## config.mk

```make
export PLATFORM = sky130hd
export DESIGN_NAME = vspg_gen
export DESIGN_NICKNAME = d
export VERILOG_FILES = /design/src/common/vspg_pkg.sv /design/src/hdl/vspg_gen.sv
export SDC_FILE = /design/constraint.sdc
export NUM_CORES = 1
export LEC_CHECK = 0
export ABC_AREA = 0
export BUFFER_PORTS_ARGS = -buffer_cell sky130_fd_sc_hd__buf_2
export CORE_ASPECT_RATIO = 1.4
export CORE_UTILIZATION = 45
export CTS_CLUSTER_SIZE = 40
export DETAILED_ROUTE_END_ITERATION = 12
export HOLD_SLACK_MARGIN = 0.03
export PLACE_DENSITY_LB_ADDON = 0.08
export SLEW_MARGIN = 20
export SYNTH_ARGS = -nofsm -noshare
export SYNTH_HDL_FRONTEND = slang
export SYNTH_SLANG_ARGS = --single-unit
```

## constraint.sdc

```tcl
create_clock -name sys_clk -period 3.8 [get_ports sys_clk]
set_input_delay 0.76 -clock sys_clk [delete_from_list [all_inputs] [get_ports sys_clk]]
set_output_delay 0.76 -clock sys_clk [all_outputs]
set_load 0.01 [all_outputs]
```

## src/common/vspg_pkg.sv

```systemverilog
package vspg_pkg;
    // ------------------------------------------------------------
    // Register offsets
    // ------------------------------------------------------------
    localparam logic [7:0] VSPG_OFS_PERIOD_LOW = 8'h10;
    localparam logic [7:0] VSPG_OFS_BURST = 8'h11;
    localparam logic [7:0] VSPG_OFS_VIDEO = 8'h12;
    localparam logic [7:0] VSPG_OFS_ACTIVE_LOW = 8'h13;
    localparam logic [7:0] VSPG_OFS_HIGH = 8'h14;
    localparam logic [7:0] VSPG_OFS_VWIN = 8'h15;
    localparam logic [7:0] VSPG_OFS_SRC = 8'h16;
    // ------------------------------------------------------------
    // Field positions, masks and reset values
    // ------------------------------------------------------------
    localparam int VSPG_ACTIVE_HI_LSB = 4;
    localparam int VSPG_PERIOD_HI_LSB = 0;
    localparam int VSPG_VWIN_LINES_LSB = 2;
    localparam int VSPG_VWIN_PASS_BIT = 1;
    localparam int VSPG_VWIN_POST_BIT = 0;
    localparam int VSPG_NFD_LSB = 4;
    localparam int VSPG_SEL_LSB = 2;
    localparam int VSPG_MSYNC_BIT = 1;
    localparam int VSPG_OFFSET_BIT = 0;
    localparam logic [7:0] VSPG_MASK_HIGH = 8'h37;
    localparam logic [7:0] VSPG_MASK_VWIN = 8'h7f;
    localparam logic [7:0] VSPG_MASK_SRC = 8'h3f;
    localparam logic [7:0] VSPG_RST_REG = 8'h00;
    localparam logic [1:0] VSPG_DATA_PASS = 2'h0;
    localparam logic [1:0] VSPG_DATA_SIMPLE = 2'h1;
    localparam logic [1:0] VSPG_DATA_RAW = 2'h2;
    localparam logic [1:0] VSPG_DATA_BLANK = 2'h3;

    // Timing source codes
    typedef enum logic [1:0] {
        VSPG_SRC_EXT = 2'h0,
        VSPG_SRC_DIG = 2'h1,
        VSPG_SRC_D1 = 2'h2,
        VSPG_SRC_D2 = 2'h3
    } vspg_src_t;

    // Register read/write port
    typedef struct packed {
        logic wr;
        logic rd;
        logic [7:0] addr;
        logic [7:0] wdata;
    } vspg_bus_t;

    // Per-source sync pulses
    typedef struct packed {
        logic hs;
        logic vs;
    } vspg_sync_t;
endpackage

```

## src/hdl/vspg_gen.sv

```systemverilog
`timescale 1ns/1ns
module vspg_gen
    import vspg_pkg::*;
(
    input wire logic sys_clk,
    input wire logic rst,
    input wire logic clk_en,
    input wire vspg_bus_t bus,
    output logic [7:0] rdata,
    input wire vspg_sync_t ext_sync,
    input wire vspg_sync_t dig_sync,
    input wire vspg_sync_t d1_sync,
    input wire vspg_sync_t d2_sync,
    input wire logic last_eq_pulse,
    input wire logic vblank_end,
    input wire logic field_detect,
    output logic burst_hold,
    output logic active_start,
    output logic active_video,
    output logic sync_period_tick,
    output logic [1:0] data_mode,
    output logic new_field,
    output logic mixed_sync_source,
    output logic line_state_offset
);
    // ------------------------------------------------------------
    // Register file
    // ------------------------------------------------------------
    logic [7:0] period_low_reg, burst_ofs_reg, video_ofs_reg, active_low_reg;
    logic [7:0] high_reg, vwin_reg, src_reg;
    logic [7:0] rdata_next;

    // Writes keep only defined bits so reserved bits always read zero
    always_ff @(posedge sys_clk) begin
        if (rst) begin
            period_low_reg <= VSPG_RST_REG;
            burst_ofs_reg <= VSPG_RST_REG;
            video_ofs_reg <= VSPG_RST_REG;
            active_low_reg <= VSPG_RST_REG;
            high_reg <= VSPG_RST_REG;
            vwin_reg <= VSPG_RST_REG;
            src_reg <= VSPG_RST_REG;
        end else if (clk_en && bus.wr) begin
            case (bus.addr)
                VSPG_OFS_PERIOD_LOW: period_low_reg <= bus.wdata;
                VSPG_OFS_BURST: burst_ofs_reg <= bus.wdata;
                VSPG_OFS_VIDEO: video_ofs_reg <= bus.wdata;
                VSPG_OFS_ACTIVE_LOW: active_low_reg <= bus.wdata;
                VSPG_OFS_HIGH: high_reg <= bus.wdata & VSPG_MASK_HIGH;
                VSPG_OFS_VWIN: vwin_reg <= bus.wdata & VSPG_MASK_VWIN;
                VSPG_OFS_SRC: src_reg <= bus.wdata & VSPG_MASK_SRC;
                default: ;
            endcase
        end
    end

    // Read mux; unmapped offsets read zero
    always_comb begin
        case (bus.addr)
            VSPG_OFS_PERIOD_LOW: rdata_next = period_low_reg;
            VSPG_OFS_BURST: rdata_next = burst_ofs_reg;
            VSPG_OFS_VIDEO: rdata_next = video_ofs_reg;
            VSPG_OFS_ACTIVE_LOW: rdata_next = active_low_reg;
            VSPG_OFS_HIGH: rdata_next = high_reg;
            VSPG_OFS_VWIN: rdata_next = vwin_reg;
            VSPG_OFS_SRC: rdata_next = src_reg;
            default: rdata_next = VSPG_RST_REG;
        endcase
    end

    always_ff @(posedge sys_clk) begin
        if (rst) begin
            rdata <= VSPG_RST_REG;
        end else if (clk_en && bus.rd) begin
            rdata <= rdata_next;
        end
    end

    // ------------------------------------------------------------
    // Source selection with pin synchronisers
    // ------------------------------------------------------------
    vspg_sync_t s1_ext, s2_ext, s1_dig, s2_dig, s1_d1, s2_d1, s1_d2, s2_d2;
    logic s1_eq, s2_eq, s1_vbe, s2_vbe, s1_fd, s2_fd;
    logic hs_prev_reg, vs_prev_reg, eq_prev_reg, fd_prev_reg, vbe_prev_reg;

    always_ff @(posedge sys_clk) begin
        if (rst) begin
            {s1_ext, s2_ext, s1_dig, s2_dig} <= '0;
            {s1_d1, s2_d1, s1_d2, s2_d2} <= '0;
            {s1_eq, s2_eq, s1_vbe, s2_vbe, s1_fd, s2_fd} <= '0;
        end else if (clk_en) begin
            s1_ext <= ext_sync;
            s2_ext <= s1_ext;
            s1_dig <= dig_sync;
            s2_dig <= s1_dig;
            s1_d1 <= d1_sync;
            s2_d1 <= s1_d1;
            s1_d2 <= d2_sync;
            s2_d2 <= s1_d2;
            {s1_eq, s1_vbe, s1_fd} <= {last_eq_pulse, vblank_end, field_detect};
            {s2_eq, s2_vbe, s2_fd} <= {s1_eq, s1_vbe, s1_fd};
        end
    end

    vspg_src_t src_sel;
    vspg_sync_t sel_sync;
    assign src_sel = vspg_src_t'(src_reg[VSPG_SEL_LSB +: 2]);
    // Timing source multiplexer
    assign sel_sync = (src_sel == VSPG_SRC_EXT) ? s2_ext :
                      (src_sel == VSPG_SRC_DIG) ? s2_dig :
                      (src_sel == VSPG_SRC_D1) ? s2_d1 : s2_d2;

    wire hs_rise = sel_sync.hs && !hs_prev_reg;
    wire vs_rise = sel_sync.vs && !vs_prev_reg;
    wire eq_rise = s2_eq && !eq_prev_reg;
    wire fd_rise = s2_fd && !fd_prev_reg;
    wire vbe_rise = s2_vbe && !vbe_prev_reg;

    always_ff @(posedge sys_clk) begin
        if (rst) begin
            {hs_prev_reg, vs_prev_reg, eq_prev_reg, fd_prev_reg, vbe_prev_reg} <= '0;
        end else if (clk_en) begin
            {hs_prev_reg, vs_prev_reg} <= {sel_sync.hs, sel_sync.vs};
            {eq_prev_reg, fd_prev_reg, vbe_prev_reg} <= {s2_eq, s2_fd, s2_vbe};
        end
    end

    // ------------------------------------------------------------
    // Working set, loaded at line start so multi-byte fields stay whole
    // ------------------------------------------------------------
    logic [7:0] burst_w_reg, video_w_reg;
    logic [9:0] active_w_reg;
    logic [10:0] period_w_reg;
    always_ff @(posedge sys_clk) begin
        if (rst) begin
            burst_w_reg <= '0;
            video_w_reg <= '0;
            active_w_reg <= '0;
            period_w_reg <= '0;
        end else if (clk_en && hs_rise) begin
            burst_w_reg <= burst_ofs_reg;
            video_w_reg <= video_ofs_reg;
            active_w_reg <= {high_reg[VSPG_ACTIVE_HI_LSB +: 2], active_low_reg};
            period_w_reg <= {high_reg[VSPG_PERIOD_HI_LSB +: 3], period_low_reg};
        end
    end

    // ------------------------------------------------------------
    // Line pixel counter and event strobes
    // ------------------------------------------------------------
    logic [10:0] pix_reg;
    logic [9:0] active_cnt_reg;
    logic [8:0] burst_at, video_at;
    assign burst_at = {1'b0, burst_w_reg};
    assign video_at = 9'(burst_at + {1'b0, video_w_reg});

    // Restart on each detected sync; the counter free-runs otherwise
    always_ff @(posedge sys_clk) begin
        if (rst) begin
            pix_reg <= '0;
        end else if (clk_en) begin
            pix_reg <= hs_rise ? '0 : 11'(pix_reg + 11'h001);
        end
    end

    always_ff @(posedge sys_clk) begin
        if (rst) begin
            burst_hold <= 1'b0;
            active_start <= 1'b0;
            active_video <= 1'b0;
            active_cnt_reg <= '0;
            sync_period_tick <= 1'b0;
        end else if (clk_en) begin
            burst_hold <= !hs_rise && pix_reg == {2'h0, burst_at};
            active_start <= !hs_rise && pix_reg == {2'h0, video_at};
            sync_period_tick <= !hs_rise && pix_reg == period_w_reg;
            if (hs_rise) begin
                active_video <= 1'b0;
            end else if (pix_reg == {2'h0, video_at} && active_w_reg != '0) begin
                active_video <= 1'b1;
                active_cnt_reg <= active_w_reg;
            end else if (active_video) begin
                active_cnt_reg <= 10'(active_cnt_reg - 10'h001);
                active_video <= active_cnt_reg != 10'h001;
            end
        end
    end

    // ------------------------------------------------------------
    // Vertical window state machine
    // ------------------------------------------------------------
    typedef enum logic [1:0] {VW_IDLE, VW_WIN, VW_POST} vspg_vw_t;
    vspg_vw_t vw_reg;
    logic [4:0] vw_lines_reg;
    logic offset_pend_reg;
    wire [4:0] win_lines = vwin_reg[VSPG_VWIN_LINES_LSB +: 5];
    // Line offset: optionally hold the window entry one extra line
    wire line_go = hs_rise && !offset_pend_reg;

    always_ff @(posedge sys_clk) begin
        if (rst) begin
            vw_reg <= VW_IDLE;
            vw_lines_reg <= '0;
            offset_pend_reg <= 1'b0;
        end else if (clk_en) begin
            if (hs_rise) begin
                offset_pend_reg <= 1'b0;
            end
            case (vw_reg)
                VW_IDLE: if (eq_rise) begin
                    vw_reg <= (win_lines == '0) ? VW_POST : VW_WIN;
                    vw_lines_reg <= win_lines;
                    offset_pend_reg <= src_reg[VSPG_OFFSET_BIT];
                end
                VW_WIN: if (vbe_rise || vs_rise) begin
                    vw_reg <= VW_IDLE;
                end else if (line_go) begin
                    vw_lines_reg <= 5'(vw_lines_reg - 5'h01);
                    if (vw_lines_reg == 5'h01) begin
                        vw_reg <= VW_POST;
                    end
                end
                VW_POST: if (vbe_rise || vs_rise) begin
                    vw_reg <= VW_IDLE;
                end
                default: vw_reg <= VW_IDLE;
            endcase
        end
    end

    // Data path treatment per region
    always_ff @(posedge sys_clk) begin
        if (rst) begin
            data_mode <= VSPG_DATA_PASS;
        end else if (clk_en) begin
            case (vw_reg)
                VW_WIN: data_mode <= vwin_reg[VSPG_VWIN_PASS_BIT] ?
                                     VSPG_DATA_RAW : VSPG_DATA_SIMPLE;
                VW_POST: data_mode <= vwin_reg[VSPG_VWIN_POST_BIT] ?
                                      VSPG_DATA_SIMPLE : VSPG_DATA_BLANK;
                default: data_mode <= VSPG_DATA_PASS;
            endcase
        end
    end

    // ------------------------------------------------------------
    // New-field delay and static controls
    // ------------------------------------------------------------
    logic [3:0] nf_pipe_reg;
    wire [1:0] nf_sel = src_reg[VSPG_NFD_LSB +: 2];
    wire [4:0] nf_taps = {nf_pipe_reg, fd_rise};

    // A short tap line beats a counter: overlapping detects are kept
    always_ff @(posedge sys_clk) begin
        if (rst) begin
            nf_pipe_reg <= '0;
            new_field <= 1'b0;
            mixed_sync_source <= 1'b0;
            line_state_offset <= 1'b0;
        end else if (clk_en) begin
            nf_pipe_reg <= nf_taps[3:0];
            new_field <= nf_taps[nf_sel];
            mixed_sync_source <= src_reg[VSPG_MSYNC_BIT];
            line_state_offset <= src_reg[VSPG_OFFSET_BIT];
        end
    end

    // ------------------------------------------------------------
    // Assertions
    // ------------------------------------------------------------
    property p_burst;
        @(posedge sys_clk) disable iff (rst)
        clk_en && !hs_rise && pix_reg == {2'h0, burst_at} |=> burst_hold;
    endproperty
    a_burst: assert property (p_burst) else $error("burst strobe missed");

    property p_restart;
        @(posedge sys_clk) disable iff (rst)
        clk_en && hs_rise |=> pix_reg == 11'h000;
    endproperty
    a_restart: assert property (p_restart) else $error("counter not restarted");

    property p_video;
        @(posedge sys_clk) disable iff (rst)
        active_start |-> pix_reg == 11'(video_at) + 11'h001 || !clk_en;
    endproperty
    a_video: assert property (p_video) else $error("video start misplaced");

    property p_winmode;
        @(posedge sys_clk) disable iff (rst)
        clk_en && vw_reg == VW_WIN && !vwin_reg[VSPG_VWIN_PASS_BIT]
            |=> data_mode == VSPG_DATA_SIMPLE;
    endproperty
    a_winmode: assert property (p_winmode) else $error("window mode wrong");

    property p_postmode;
        @(posedge sys_clk) disable iff (rst)
        clk_en && vw_reg == VW_POST && !vwin_reg[VSPG_VWIN_POST_BIT]
            |=> data_mode == VSPG_DATA_BLANK;
    endproperty
    a_postmode: assert property (p_postmode) else $error("post window not blanked");

    property p_nf0;
        @(posedge sys_clk) disable iff (rst)
        clk_en && fd_rise && nf_sel == 2'h0 |=> new_field;
    endproperty
    a_nf0: assert property (p_nf0) else $error("new field delay wrong");

    property p_src;
        @(posedge sys_clk) disable iff (rst)
        clk_en && src_sel == VSPG_SRC_D2 && s2_d2.hs && !hs_prev_reg |=> pix_reg == 11'h000;
    endproperty
    a_src: assert property (p_src) else $error("source select wrong");

    property p_latch;
        @(posedge sys_clk) disable iff (rst)
        clk_en && hs_rise |=> period_w_reg ==
            {$past(high_reg[VSPG_PERIOD_HI_LSB +: 3]), $past(period_low_reg)};
    endproperty
    a_latch: assert property (p_latch) else $error("period not latched");

    property p_win0;
        @(posedge sys_clk) disable iff (rst)
        clk_en && vw_reg == VW_IDLE && eq_rise && win_lines == 5'h00 |=> vw_reg == VW_POST;
    endproperty
    a_win0: assert property (p_win0) else $error("empty window entered");
endmodule

```

# After elaboration in Yosys (flattened, before gate mapping)
# Cells that the tools add are included.
[op_classes] add_sub_neg=4 n_lt_le_gt_ge=1 n_eq_ne=22 reduce_logical=37 bitwise=1 muxes=29
[ops] cell="$eq 8x5->1 const B" count=7
[ops] cell="$pmux 8 s7" count=1
[ops] cell="$mux 2" count=11
[ops] cell="$mux 10" count=2
[ops] cell="$mux 5" count=3
[ops] cell="$reduce_and 2->1" count=7
[ops] cell="$logic_and 1x1->1" count=13
[ops] cell="$add 11x1->11 const B" count=1
[ops] cell="$eq 11x11->1" count=1
[ops] cell="$eq 11x8->1" count=1
[ops] cell="$eq 11x9->1" count=1
[ops] cell="$mux 11" count=1
[ops] cell="$ne 10x1->1 const B" count=1
[ops] cell="$pmux 5 s2" count=1
[ops] cell="$reduce_and 5->1" count=2
[ops] cell="$reduce_bool 10->1" count=1
[ops] cell="$sub 10x1->10 const B" count=1
[ops] cell="$add 8x8->9" count=1
[ops] cell="$ne 2x2->1 const B" count=4
[ops] cell="$logic_not 1->1" count=7
[ops] cell="$mux 1" count=7
[ops] cell="$ne 3x3->1 const B" count=2
[ops] cell="$pmux 2 s3" count=1
[ops] cell="$eq 5x1->1 const B" count=1
[ops] cell="12 further kinds" count=16
[totals] inputBits=32 output_inout_bits=17 register_bits=163 elab_cells=147

# Depth between registers and ports, before layout
# Gate-level depths: netlist (run 1).
[logic_depth] ltp_word=9 depth_mapped=11 mapped_depth_nobuf=9

# Worst setup path before layout (run 1)
# OpenSTA, ideal clock, no wires.
[synth_timing] path_type="register to register" startpoint="register burst_w_reg[0]" endpoint="register active_cnt_reg[4]" arrival_ns=2.881 path_stages_with_launch=12 setup_slack_ns=0.785 path_buffers=2 setup_ns=0.134 period_less_slack_ns=3.015 required_ns=3.666 path_cell_list="dfxtp_1 > ha_1 > fa_1 > xor2_1 > or4_1 > nor4b_2 > nand4_1 > a2111o_1 > buf_6 > buf_4 > a21oi_1 > o32ai_2"
[synth_via] elab_chain_len=5 word_cells_on_any_way=6 classes_between="1 x add/sub; 1 x eq/ne; 1 x mux; 3 x reduce/logical"
[synth_lines] item="start, declared" line_no="vspg_gen.sv:131" source="logic [7:0] burst_w_reg, video_w_reg;"
[synth_lines] item="start signal, assigned" line_no="vspg_gen.sv:141" source="burst_w_reg <= burst_ofs_reg;"
[synth_lines] item="$add 8x8->9 (*)" line_no="vspg_gen.sv:155" source="assign video_at = 9'(burst_at + {1'b0, video_w_reg});"
[synth_lines] item="$eq 11x9->1 (*)" line_no="vspg_gen.sv:179" source="end else if (pix_reg == {2'h0, video_at} && active_w_reg != '0) begin"
[synth_lines] item="$logic_and 1x1->1 (*)" line_no="vspg_gen.sv:179"
[synth_lines] item="$reduce_bool 2->1 (no source line)"
[synth_lines] item="$reduce_and 3->1 (no source line)"
[synth_lines] item="end signal, assigned" line_no="vspg_gen.sv:181" source="active_cnt_reg <= active_w_reg;"
[synth_lines] item="end signal, assigned" line_no="vspg_gen.sv:183" source="active_cnt_reg <= 10'(active_cnt_reg - 10'h001);"
[synth_lines] item="end, declared" line_no="vspg_gen.sv:152" source="logic [9:0] active_cnt_reg;"
# Every way passes the cells marked *; elsewhere a longest branch is shown, timed or not.
# A chain may end at the register's enable or synchronous reset.

# Worst setup path in the final report (run 1)
[layout_timing] startpoint="register burst_w_reg[0]" endpoint="register active_cnt_reg[8]"
# Same word-level chain as after synthesis.

==> results of run 1 <==
==> worst register-to-register path, stage by stage, from the launching register on <==
cell	delay [ps]
dfxtp_1	330
ha_1	230
fa_1	450
xor2_1	140
or4_1	420
nor4b_2	290
nand4_1	130
a2111o_1	710
nor3b_1	310
a2111oi_2	310
==> stage by stage <==
| stage | util | instance area, µm² | setup slack [ps] | std cells |
|---|---|---|---|---|
| 5_1_grt | 0.5169 | 8620 | 138.9 | 1134 |
| 2_1_floorplan | - | 7644 | 785.1 | 894 |
| 3_3_place_gp | 0.4812 | 8024 | 459.5 | 1102 |
| 6_report | 0.5169 | 8620 | 371.0 | 1134 |
| 4_1_cts | 0.5167 | 8617 | 359.2 | 1134 |
| 3_5_place_dp | 0.4812 | 8024 | 373.4 | 1102 |
==> final timing paths <==
check                              startpoint                              to  cells past startpoint
setup reg to reg  burst_w_reg[0]$_SDFFE_PP0P_  active_cnt_reg[8]$_SDFFE_PP0P_                      9
hold / removal          rdata[0]$_SDFFE_PP0P_           rdata[0]$_SDFFE_PP0P_                      2
setup / recovery  burst_w_reg[0]$_SDFFE_PP0P_  active_cnt_reg[8]$_SDFFE_PP0P_                      9
hold reg to reg         rdata[0]$_SDFFE_PP0P_           rdata[0]$_SDFFE_PP0P_                      2
==> metal layers <==
metal  vias to the layer above  wire [µm]
met5                         -          0
met4                         0        496
met3                        27        645
met2                       136      10360
met1                      3059       8031
li1                       3153          -
==> power groups by stage <==
stage	combinational, W	clock (W)	sequential, W
2_1_floorplan	0.000129	0	0.00178
3_3_place_gp	0.000186	0	0.00178
3_5_place_dp	0.000190	0	0.00178
4_1_cts	0.000190	0.00175	0.00174
5_1_grt	0.000208	0.00181	0.00174
6_report	0.000190	0.00171	0.00174
==> placed cells by master, fill, tap and decap left out, types with 3 or more instances in the layout <==
cell / instances
nand3_1: 36
buf_4: 13
clkbuf_16: 17
nand2b_1: 8
ha_1: 16
a32oi_1: 3
a21oi_1: 89
o211ai_1: 6
nor2_1: 103
mux2i_1: 71
a22oi_1: 5
mux4_2: 8
a211oi_1: 3
dfxtp_1: 163
inv_6: 3
inv_1: 13
o21bai_1: 3
or3_1: 4
nor3_1: 12
nand4_1: 7
a221oi_2: 3
xor2_1: 28
or4_1: 5
nor4_1: 8
a31oi_1: 5
a221o_1: 4
o21ai_0: 17
buf_2: 47
nor2b_1: 5
clkinvlp_4: 5
nand2_1: 152
xnor2_1: 14
and3_1: 9
a2bb2oi_1: 5
clkinv_4: 3
==> cells by family (layout without fill, tap and decap cells) <==
group                      after synthesis  count (layout)  synth area share
DFF                                    163             163            0.4269
buffers and inverters                   71             108           0.03732
AOI/OAI and AO/OA                      158             158            0.1301
adders and majority gates               17              17           0.02881
muxes                                   81              81            0.1195
and+or+nand+nor                        362             362            0.2092
xor gates and xnor gates                42              42           0.04813
==> cells in the mapped netlist, types with 4 or more instances <==
cell	count	area, µm²
or3_1	4	25.02
mux2i_1	71	710.7
o211ai_1	6	45.04
and3_1	9	56.30
or4_1	5	37.54
xor2_1	28	245.2
a2bb2oi_1	5	43.79
a31oi_1	5	31.28
a21oi_1	89	445.4
nor2_1	105	394.1
a22oi_1	5	37.54
o21ai_0	17	85.08
nand2_1	152	570.6
xnor2_1	14	122.6
nand3_1	36	180.2
a221o_1	4	40.04
nor2b_1	5	31.28
inv_1	13	48.80
ha_1	16	200.2
nor3_1	12	60.06
mux4_2	8	180.2
buf_1	5	18.77
nand2b_1	8	50.05
clkbuf_1	48	180.2
dfxtp_1	163	3263
nor4_1	8	50.05
nand4_1	7	43.79
==> layout make-up <==
cell class	count	area, µm²
clock buffers	19	442.9
clock inverters	13	150.1
fillers	1603	8056
inverters	15	56.30
multi-input cells	660	4100
flip-flops and latches	163	3263
well taps	203	254.0
repair buffers	61	352.8
==> results.yml, run 1 <==
status:
  outcome: "finished, violations left"
  violations: "DRC"
sta:
  slew_violations: 0
  hold_slack_ps: 457.8
  period_needed_ps: 3429
  final_hold_viol_count: 0
  rsz0062_at_grt: "false"
  relSlewSlack: 0.3457
  skew_ps: 6.558
  setup_violations: 0
  fmax_mhz: 291.6
  worst_slew_pin_slew_ps: 979.5
  fin_crit_sh: 0.9024
  tns_ps: 0
layout:
  diodes: 0
  syn_to_final_growth_pct: 12.77
  drive_gt1_frac: 0.1257
  nNetsFinal: 967
global_route:
  top_usage_layer: "met2"
  grt_use_met2: 0.4354
  global_route.usage.met3: 0.04235
  grt_max_degree: 93
  grt_pass1_wl_um: 31950
  globalRouteMet1Util: 0.2599
  grt-ovfl-total: 0
  grtUsageTotal: 0.2331
  grt_pass1_vias: 6213
  antenna_found_initial: 0
synth:
  yosys_warnings: 0
  synth_ff_type: "dfxtp_1"
  syn_inst: 894
  synth_cell_types: 57
  synth-edff-count: 0
  syn-num-nets: 943
  async_flop_share: 0
  synth_seq_cells: 163
  syn-mean-instance-area_um2: 8.550
  synth_area_mm2: 0.007644
  ys_seq_area_frac: 0.4269
drt:
  via_per_inst: 5.622
  drc: 2
  num_vias: 6375
  dr.pass1.iters: 9
  drtIter0Drc: 428
  wirelength_um: 19530
  wl_per_cell_um: 17.22
  detail-route-antenna-nets: 0
clocking:
  cts_buffers: 17
  cts.hold.buffers_added: 0
  clk_path_buf_depth: 2
  clock_latency_ps: 420
  root_buffer: "clkbuf_16"
  htree_levels: 4
  cts.repair.resized: 0
  cts.clk_slew.worst_paths_ps: 60
  post-cts-setup-buffers: 0
  numClockSinks: 163
  tritoncts: "built"
place:
  hpwl_um: 14200
  place_congestion: 0.8638
  placement.io_buffers: 48
power:
  p_comb_frac: 0.052
  p_sw_frac: 0.2346
  p_int_w: 0.002786
  power_per_cell_area_mw_per_mm2: 422.3
  power.switching_w: 0.0008538
  pwr-share-seq: 0.479
  leakage_nw: 3.435
  p_clk_frac: 0.469
  power.total_w: 0.003640
  ir_worst_vdd_mv: 0.2759
critical_path:
  timing.critical_path.buf_inv: 0
  endpoint_kind: "register"
  r2r_slack_ps: 370
  cp_cell_sequence: "ha_1 -> fa_1 -> xor2_1 -> or4_1 -> nor4b_2 -> nand4_1 -> a2111o_1 -> nor3b_1 -> a2111oi_2"
  crit_family: "simple AND/OR/NAND/NOR gates"
  slowest_stage: "a2111o_1"
  critPathKind: "register to register"
  crit_path_start_kind: "register"
  crit_fanout: 22
  required_ps: 4120
  arrival_ps: 3750
  slowest_delay_ps: 710
die:
  fp-row-count: 56
  core-area_mm2: 0.01668
  die_w_um: 112.2
  io_pins: 49
  die_y_um: 156.2
  die_area_mm2: 0.01752
  start_util: 0.4584
run:
  maxCapViolations: 0
min_path:
  hold_class: "register to register"
(Power assumes the default switching activity.)
==> run 2: changes to the inputs <==
Settings changed: CORE_ASPECT_RATIO 1.4 to default.
==> run 2 against run 1 <==
- the flow now finishes without violations
- via count fell by 1.5%
- non-clock buffer count did not move
- clock power barely moved
- sequential power barely moved
- highest routed layer unchanged
- sequential cell count did not move
- hold slack got worse by 5.0 ps
- largest cell class unchanged
- sequential share of layout area fell by 0.055 points
- critical path depth did not move
- die area barely moved
- global-route usage fell by 0.69 points
- setup slack improved by 60 ps
- count of clock-buffer cells in the layout rose by 1
==> results.yml, run 2 (synthesis results as in run 1) <==
clocking:
  clk_path_buf_depth: 2
  cts.hold.buffers_added: 0
  post-cts-setup-buffers: 0
  cts.repair.resized: 0
  numClockSinks: 163
  cts.clk_slew.worst_paths_ps: 60
  cts_buffers: 17
  tritoncts: "built"
  htree_levels: 4
  clock_latency_ps: 430
  root_buffer: "clkbuf_16"
layout:
  syn_to_final_growth_pct: 12.93
  ff_latch_area_mm2: 0.003263
  final_common_cell: "dfxtp_1"
  n_fill_cell: 1570
  fin_util: 0.5205
  multiInputGateArea_mm2: 0.004098
  drive_gt1_frac: 0.1246
  diodes: 0
  mostFrequentLayoutCells: "163 x dfxtp_1, 152 x nand2_1, 104 x nor2_1"
  nNetsFinal: 967
place:
  place_congestion: 0.8452
  placement.io_buffers: 48
  hpwl_um: 13620
drt:
  drc: 0
  drtIter0Drc: 426
  topRoutingLayerUsed: "met4"
  dr_wl_met3_um: 756
  wl_per_cell_um: 16.62
  wirelength_met1_um: 9069
  detail-route-antenna-nets: 0
  met2_wirelength_um: 8932
  wirelength_um: 19140
  dr.pass1.iters: 5
  via_per_inst: 5.454
  num_vias: 6277
die:
  start_util: 0.4609
  die_w_um: 132.3
  io_pins: 49
  fp-row-count: 47
  die_y_um: 132.3
  die_area_mm2: 0.01751
  core-area_mm2: 0.01658
global_route:
  antenna_found_initial: 0
  grt_pass1_vias: 6048
  grt-ovfl-total: 0
  grt_max_degree: 124
  grt_pass1_wl_um: 31300
  grtUsageTotal: 0.2262
power:
  leakage_nw: 3.454
  power_per_cell_area_mw_per_mm2: 422.4
  ir_worst_vdd_mv: 0.3256
sta:
  fmax_mhz: 296.8
  skew_ps: 9.533
  relSlewSlack: 0.4406
  rsz0062_at_grt: "false"
  period_needed_ps: 3369
  setup_violations: 0
  final_hold_viol_count: 0
  worst_slew_pin_slew_ps: 839.2
  slew_violations: 0
  tns_ps: 0
  fin_crit_sh: 0.8866
min_path:
  hold_class: "register to register"
critical_path:
  crit_path_start_kind: "register"
  arrival_ps: 3690
  critPathKind: "register to register"
  required_ps: 4130
  crit_fanout: 20
  endpoint_kind: "register"
status:
  outcome: "complete, no violations"
run:
  maxCapViolations: 0
[run 2: power breakdown]
group	internal (W)	switching, W
Sequential	0.00173	0.0000150
Combinational	0.0000646	0.000122
Clock	0.00100	0.000712
[run 2: metrics by stage]
step                      worst slack (ps)  hold WS [ps]  area (µm²)  instances  power [W]
after floorplan                      785.1         440.0        7644        894   0.001905
after global placement               505.4         439.4        8045       1119   0.001964
after detailed placement             412.8         445.4        8045       1119   0.001967
after CTS                            412.5         458.3        8632       1151   0.003677
after global routing                 185.8         467.7        8632       1151   0.003769
final                                431.0         452.8        8632       1151   0.003646
[run 2: final timing paths]
path                                                   from                              to  slack, ps  cells after the start
worst max-delay path            burst_w_reg[0]$_SDFFE_PP0P_  active_cnt_reg[8]$_SDFFE_PP0P_        430                      9
worst min-delay path                  rdata[0]$_SDFFE_PP0P_           rdata[0]$_SDFFE_PP0P_        450                      2
worst min register to register        rdata[0]$_SDFFE_PP0P_           rdata[0]$_SDFFE_PP0P_        450                      2
worst max register to register  burst_w_reg[0]$_SDFFE_PP0P_  active_cnt_reg[8]$_SDFFE_PP0P_        430                      9
[run 2: worst max-delay path, stage by stage, from the launching register on]
cell,delay [ps]
dfxtp_1,340
ha_1,230
fa_1,450
xor2_1,140
or4_1,420
nor4b_2,290
nand4_1,130
a2111o_1,670
nor3b_1,280
a2111oi_2,320
[run 2: layout make-up]
type	instances	share of cell area
multi-input cells	660	0.4747
flip-flops and latches	163	0.3780
clock buffers	20	0.05291
repair buffers	61	0.04088
well taps	220	0.03189
clock inverters	12	0.01507
inverters	15	0.006523
[run 2: metal layers]
layer | vias up | global-route usage
met3 | 22 | 0.04921
met4 | 0 | 0.08174
met1 | 2974 | 0.3024
met5 | - | 0
met2 | 128 | 0.3585
li1 | 3153 | -
==> run 3: changes to the inputs <==
Settings changed: ABC_AREA 0 to 1, CELL_PAD_IN_SITES_DETAIL_PLACEMENT from default to 1, CELL_PAD_IN_SITES_GLOBAL_PLACEMENT from default to 1, CORE_UTILIZATION 45 to 44.
==> run 3 against run 2 <==
- synthesized cell count grew 22%
- sequential share of layout area shrank 0.58 points
- final cell count grew 18%
- sequential power grew 4%
- cell area increased by 1.6%
- power is 14% higher
- register-to-register slack better by 720 ps
- count of clock-buffer cells in the layout decreased by 1
==> results.yml, run 3 <==
clocking:
  cts.clk_slew.worst_paths_ps: 70
  clock_latency_ps: 430
  post-cts-setup-buffers: 0
  tritoncts: "built"
  htree_levels: 4
  cts.repair.resized: 0
  clk_path_buf_depth: 2
  root_buffer: "clkbuf_16"
  numClockSinks: 163
  cts_buffers: 17
  cts.hold.buffers_added: 0
die:
  die_area_mm2: 0.01825
  start_util: 0.4507
  fp-row-count: 48
  die_y_um: 135.1
  die_w_um: 135.1
  io_pins: 49
  core-area_mm2: 0.01730
power:
  pwr-share-seq: 0.436
  p_sw_frac: 0.2699
  p_clk_frac: 0.439
  power.switching_w: 0.001119
  power_per_cell_area_mw_per_mm2: 473.1
  ir_worst_vdd_mv: 0.3421
  p_int_w: 0.003028
  leakage_nw: 3.556
  p_comb_frac: 0.125
critical_path:
  path_common_cell: "nand2_1"
  endpoint_kind: "register"
  slowest_delay_ps: 500
  crit_fanout: 18
  crit_cells: 13
  required_ps: 4120
  crit_family: "simple AND/OR/NAND/NOR gates"
  critPathKind: "register to register"
  slowest_stage: "fa_1"
  reg2reg_depth: 13
  arrival_ps: 2970
  timing.critical_path.buf_inv: 0
  cp_cell_sequence: "ha_1 -> fa_1 -> o21ai_0 -> nor3_1 -> nand2_1 -> nor2_2 -> nand2_2 -> nor2_4 -> nand3_4 -> a21oi_4 -> nand2_1 -> nand2_1 -> nor2_1"
  crit_path_start_kind: "register"
global_route:
  grtUsageTotal: 0.2599
  grt-ovfl-total: 0
  grt_pass1_vias: 7078
  grt_pass1_wl_um: 36760
  grt_max_degree: 73
  antenna_found_initial: 0
synth:
  syn-num-nets: 1142
  async_flop_share: 0
  synth_area_mm2: 0.007795
  synth.top_cells.by_count: "190 x nand2_1, 163 x dfxtp_1, 128 x nor2_1"
  synth_seq_cells: 163
  yosys-top-cells-area: "dfxtp_1 42%, nand2_1 9.1%, a21oi_1 7.8%, o21ai_0 7.5%, nor2_1 6.2%"
  synth_cell_types: 50
  syn-mean-instance-area_um2: 7.132
  yosys_warnings: 0
  syn_inst: 1093
  synth_top_area_cell: "dfxtp_1"
  ys_seq_area_frac: 0.4186
  post-synth-top-count-cell: "nand2_1"
  synth-edff-count: 0
  synth_ff_type: "dfxtp_1"
  synth_top_cell_area_share: 0.4186
layout:
  drive_gt1_frac: 0.1027
  final_common_cell: "nand2_1"
  mostFrequentLayoutCells: "190 x nand2_1, 163 x dfxtp_1, 128 x nor2_1"
  layout.cells.non_filler: 1355
  nNetsFinal: 1166
  n_fill_cell: 2259
  syn_to_final_growth_pct: 12.47
  finish.instance_area_mm2: 0.008767
  diodes: 0
  fin_util: 0.5069
sta:
  fin_crit_sh: 0.6959
  skew_ps: 9.748
  relSlewSlack: 0.5189
  period_needed_ps: 2644
  rsz0062_at_grt: "false"
  setup_violations: 0
  final_hold_viol_count: 0
  slew_violations: 0
  worst_slew_pin_slew_ps: 721.7
  fmax_mhz: 378.2
  tns_ps: 0
drt:
  drtIter0Drc: 289
  drc: 0
  dr.pass1.iters: 5
  detail-route-antenna-nets: 0
  num_vias: 7188
  via_per_inst: 5.305
  wirelength_um: 22650
  wl_per_cell_um: 16.71
status:
  outcome: "complete, no violations"
place:
  place_congestion: 0.8895
  placement.io_buffers: 48
  place_inst: 1323
  postPlaceCellArea_mm2: 0.008142
  hpwl_um: 16410
run:
  maxCapViolations: 0
min_path:
  hold_depth: 2
  hold_class: "register to register"
## run 3: cell types whose count changed in the layout (fill, tap and decap cells not counted), sizes merged, moves of 34 or more
| cell | before | now |
|---|---|---|
| inv | 15 | 126 |
| o21ai | 17 | 121 |
| mux2i | 71 | 0 |
| nand2 | 152 | 197 |
| a21oi | 89 | 124 |
| nand3 | 36 | 70 |
## run 3: layout make-up
type                       instances  area (µm²)  share of cell area
tap                              225       281.5             0.03211
timing repair buffer              56       300.3             0.03425
inverter                         124       465.4             0.05309
sequential                       163        3263              0.3722
multi-input combinational        755        3831              0.4370
clock buffer                      19       452.9             0.05166
clock inverter                    13       172.7             0.01969
## run 3: path summary, 6_finish.rpt
check	from	to	slack, ps
setup / recovery	burst_w_reg[0]$_SDFFE_PP0P_	active_cnt_reg[8]$_SDFFE_PP0P_	1160
hold / removal	offset_pend_reg$_SDFFE_PP0P_	offset_pend_reg$_SDFFE_PP0P_	460
setup reg to reg	burst_w_reg[0]$_SDFFE_PP0P_	active_cnt_reg[8]$_SDFFE_PP0P_	1160
hold reg to reg	offset_pend_reg$_SDFFE_PP0P_	offset_pend_reg$_SDFFE_PP0P_	460
## run 3: power by group through the flow
stage          logic (W)  registers [W]  clock network [W]
3_3_place_gp    0.000509        0.00185                  0
6_report        0.000518        0.00181            0.00182
2_1_floorplan   0.000391        0.00184                  0
3_5_place_dp    0.000521        0.00185                  0
4_1_cts         0.000526        0.00181            0.00185
5_1_grt         0.000587        0.00182            0.00194
## run 3: tightest hold or removal path, cell delays in order (launching register included)
cell	delay [ps]
dfxtp_1	310
nand2_1	60
a21oi_1	50
## run 3: cells by family after synthesis
family	Yosys count	share of synthesized area
simple gates	436	0.2435
fa+ha+maj	17	0.02825
buf+inv	175	0.08988
xor+xnor	24	0.02793
compound gates	278	0.1918
flops	163	0.4186
## run 3: through the flow
stage / hold slack [ps] / power, W / setup WS (ps)
floorplan: 433.5 / 0.002230 / 1493
global placement: 444.6 / 0.002354 / 1193
detailed placement: 451.0 / 0.002369 / 1076
CTS: 460.4 / 0.004189 / 1145
global route: 480.3 / 0.004344 / 920.3
finish: 460.6 / 0.004147 / 1156
## run 3: layer usage
layer  global-route usage  vias up  share of wire
li1                     -     3643              -
met1               0.3322     3412           0.46
met2               0.4376      101           0.49
met3              0.04580       32          0.027
met4              0.09238        0          0.023
met5                    0        -              0
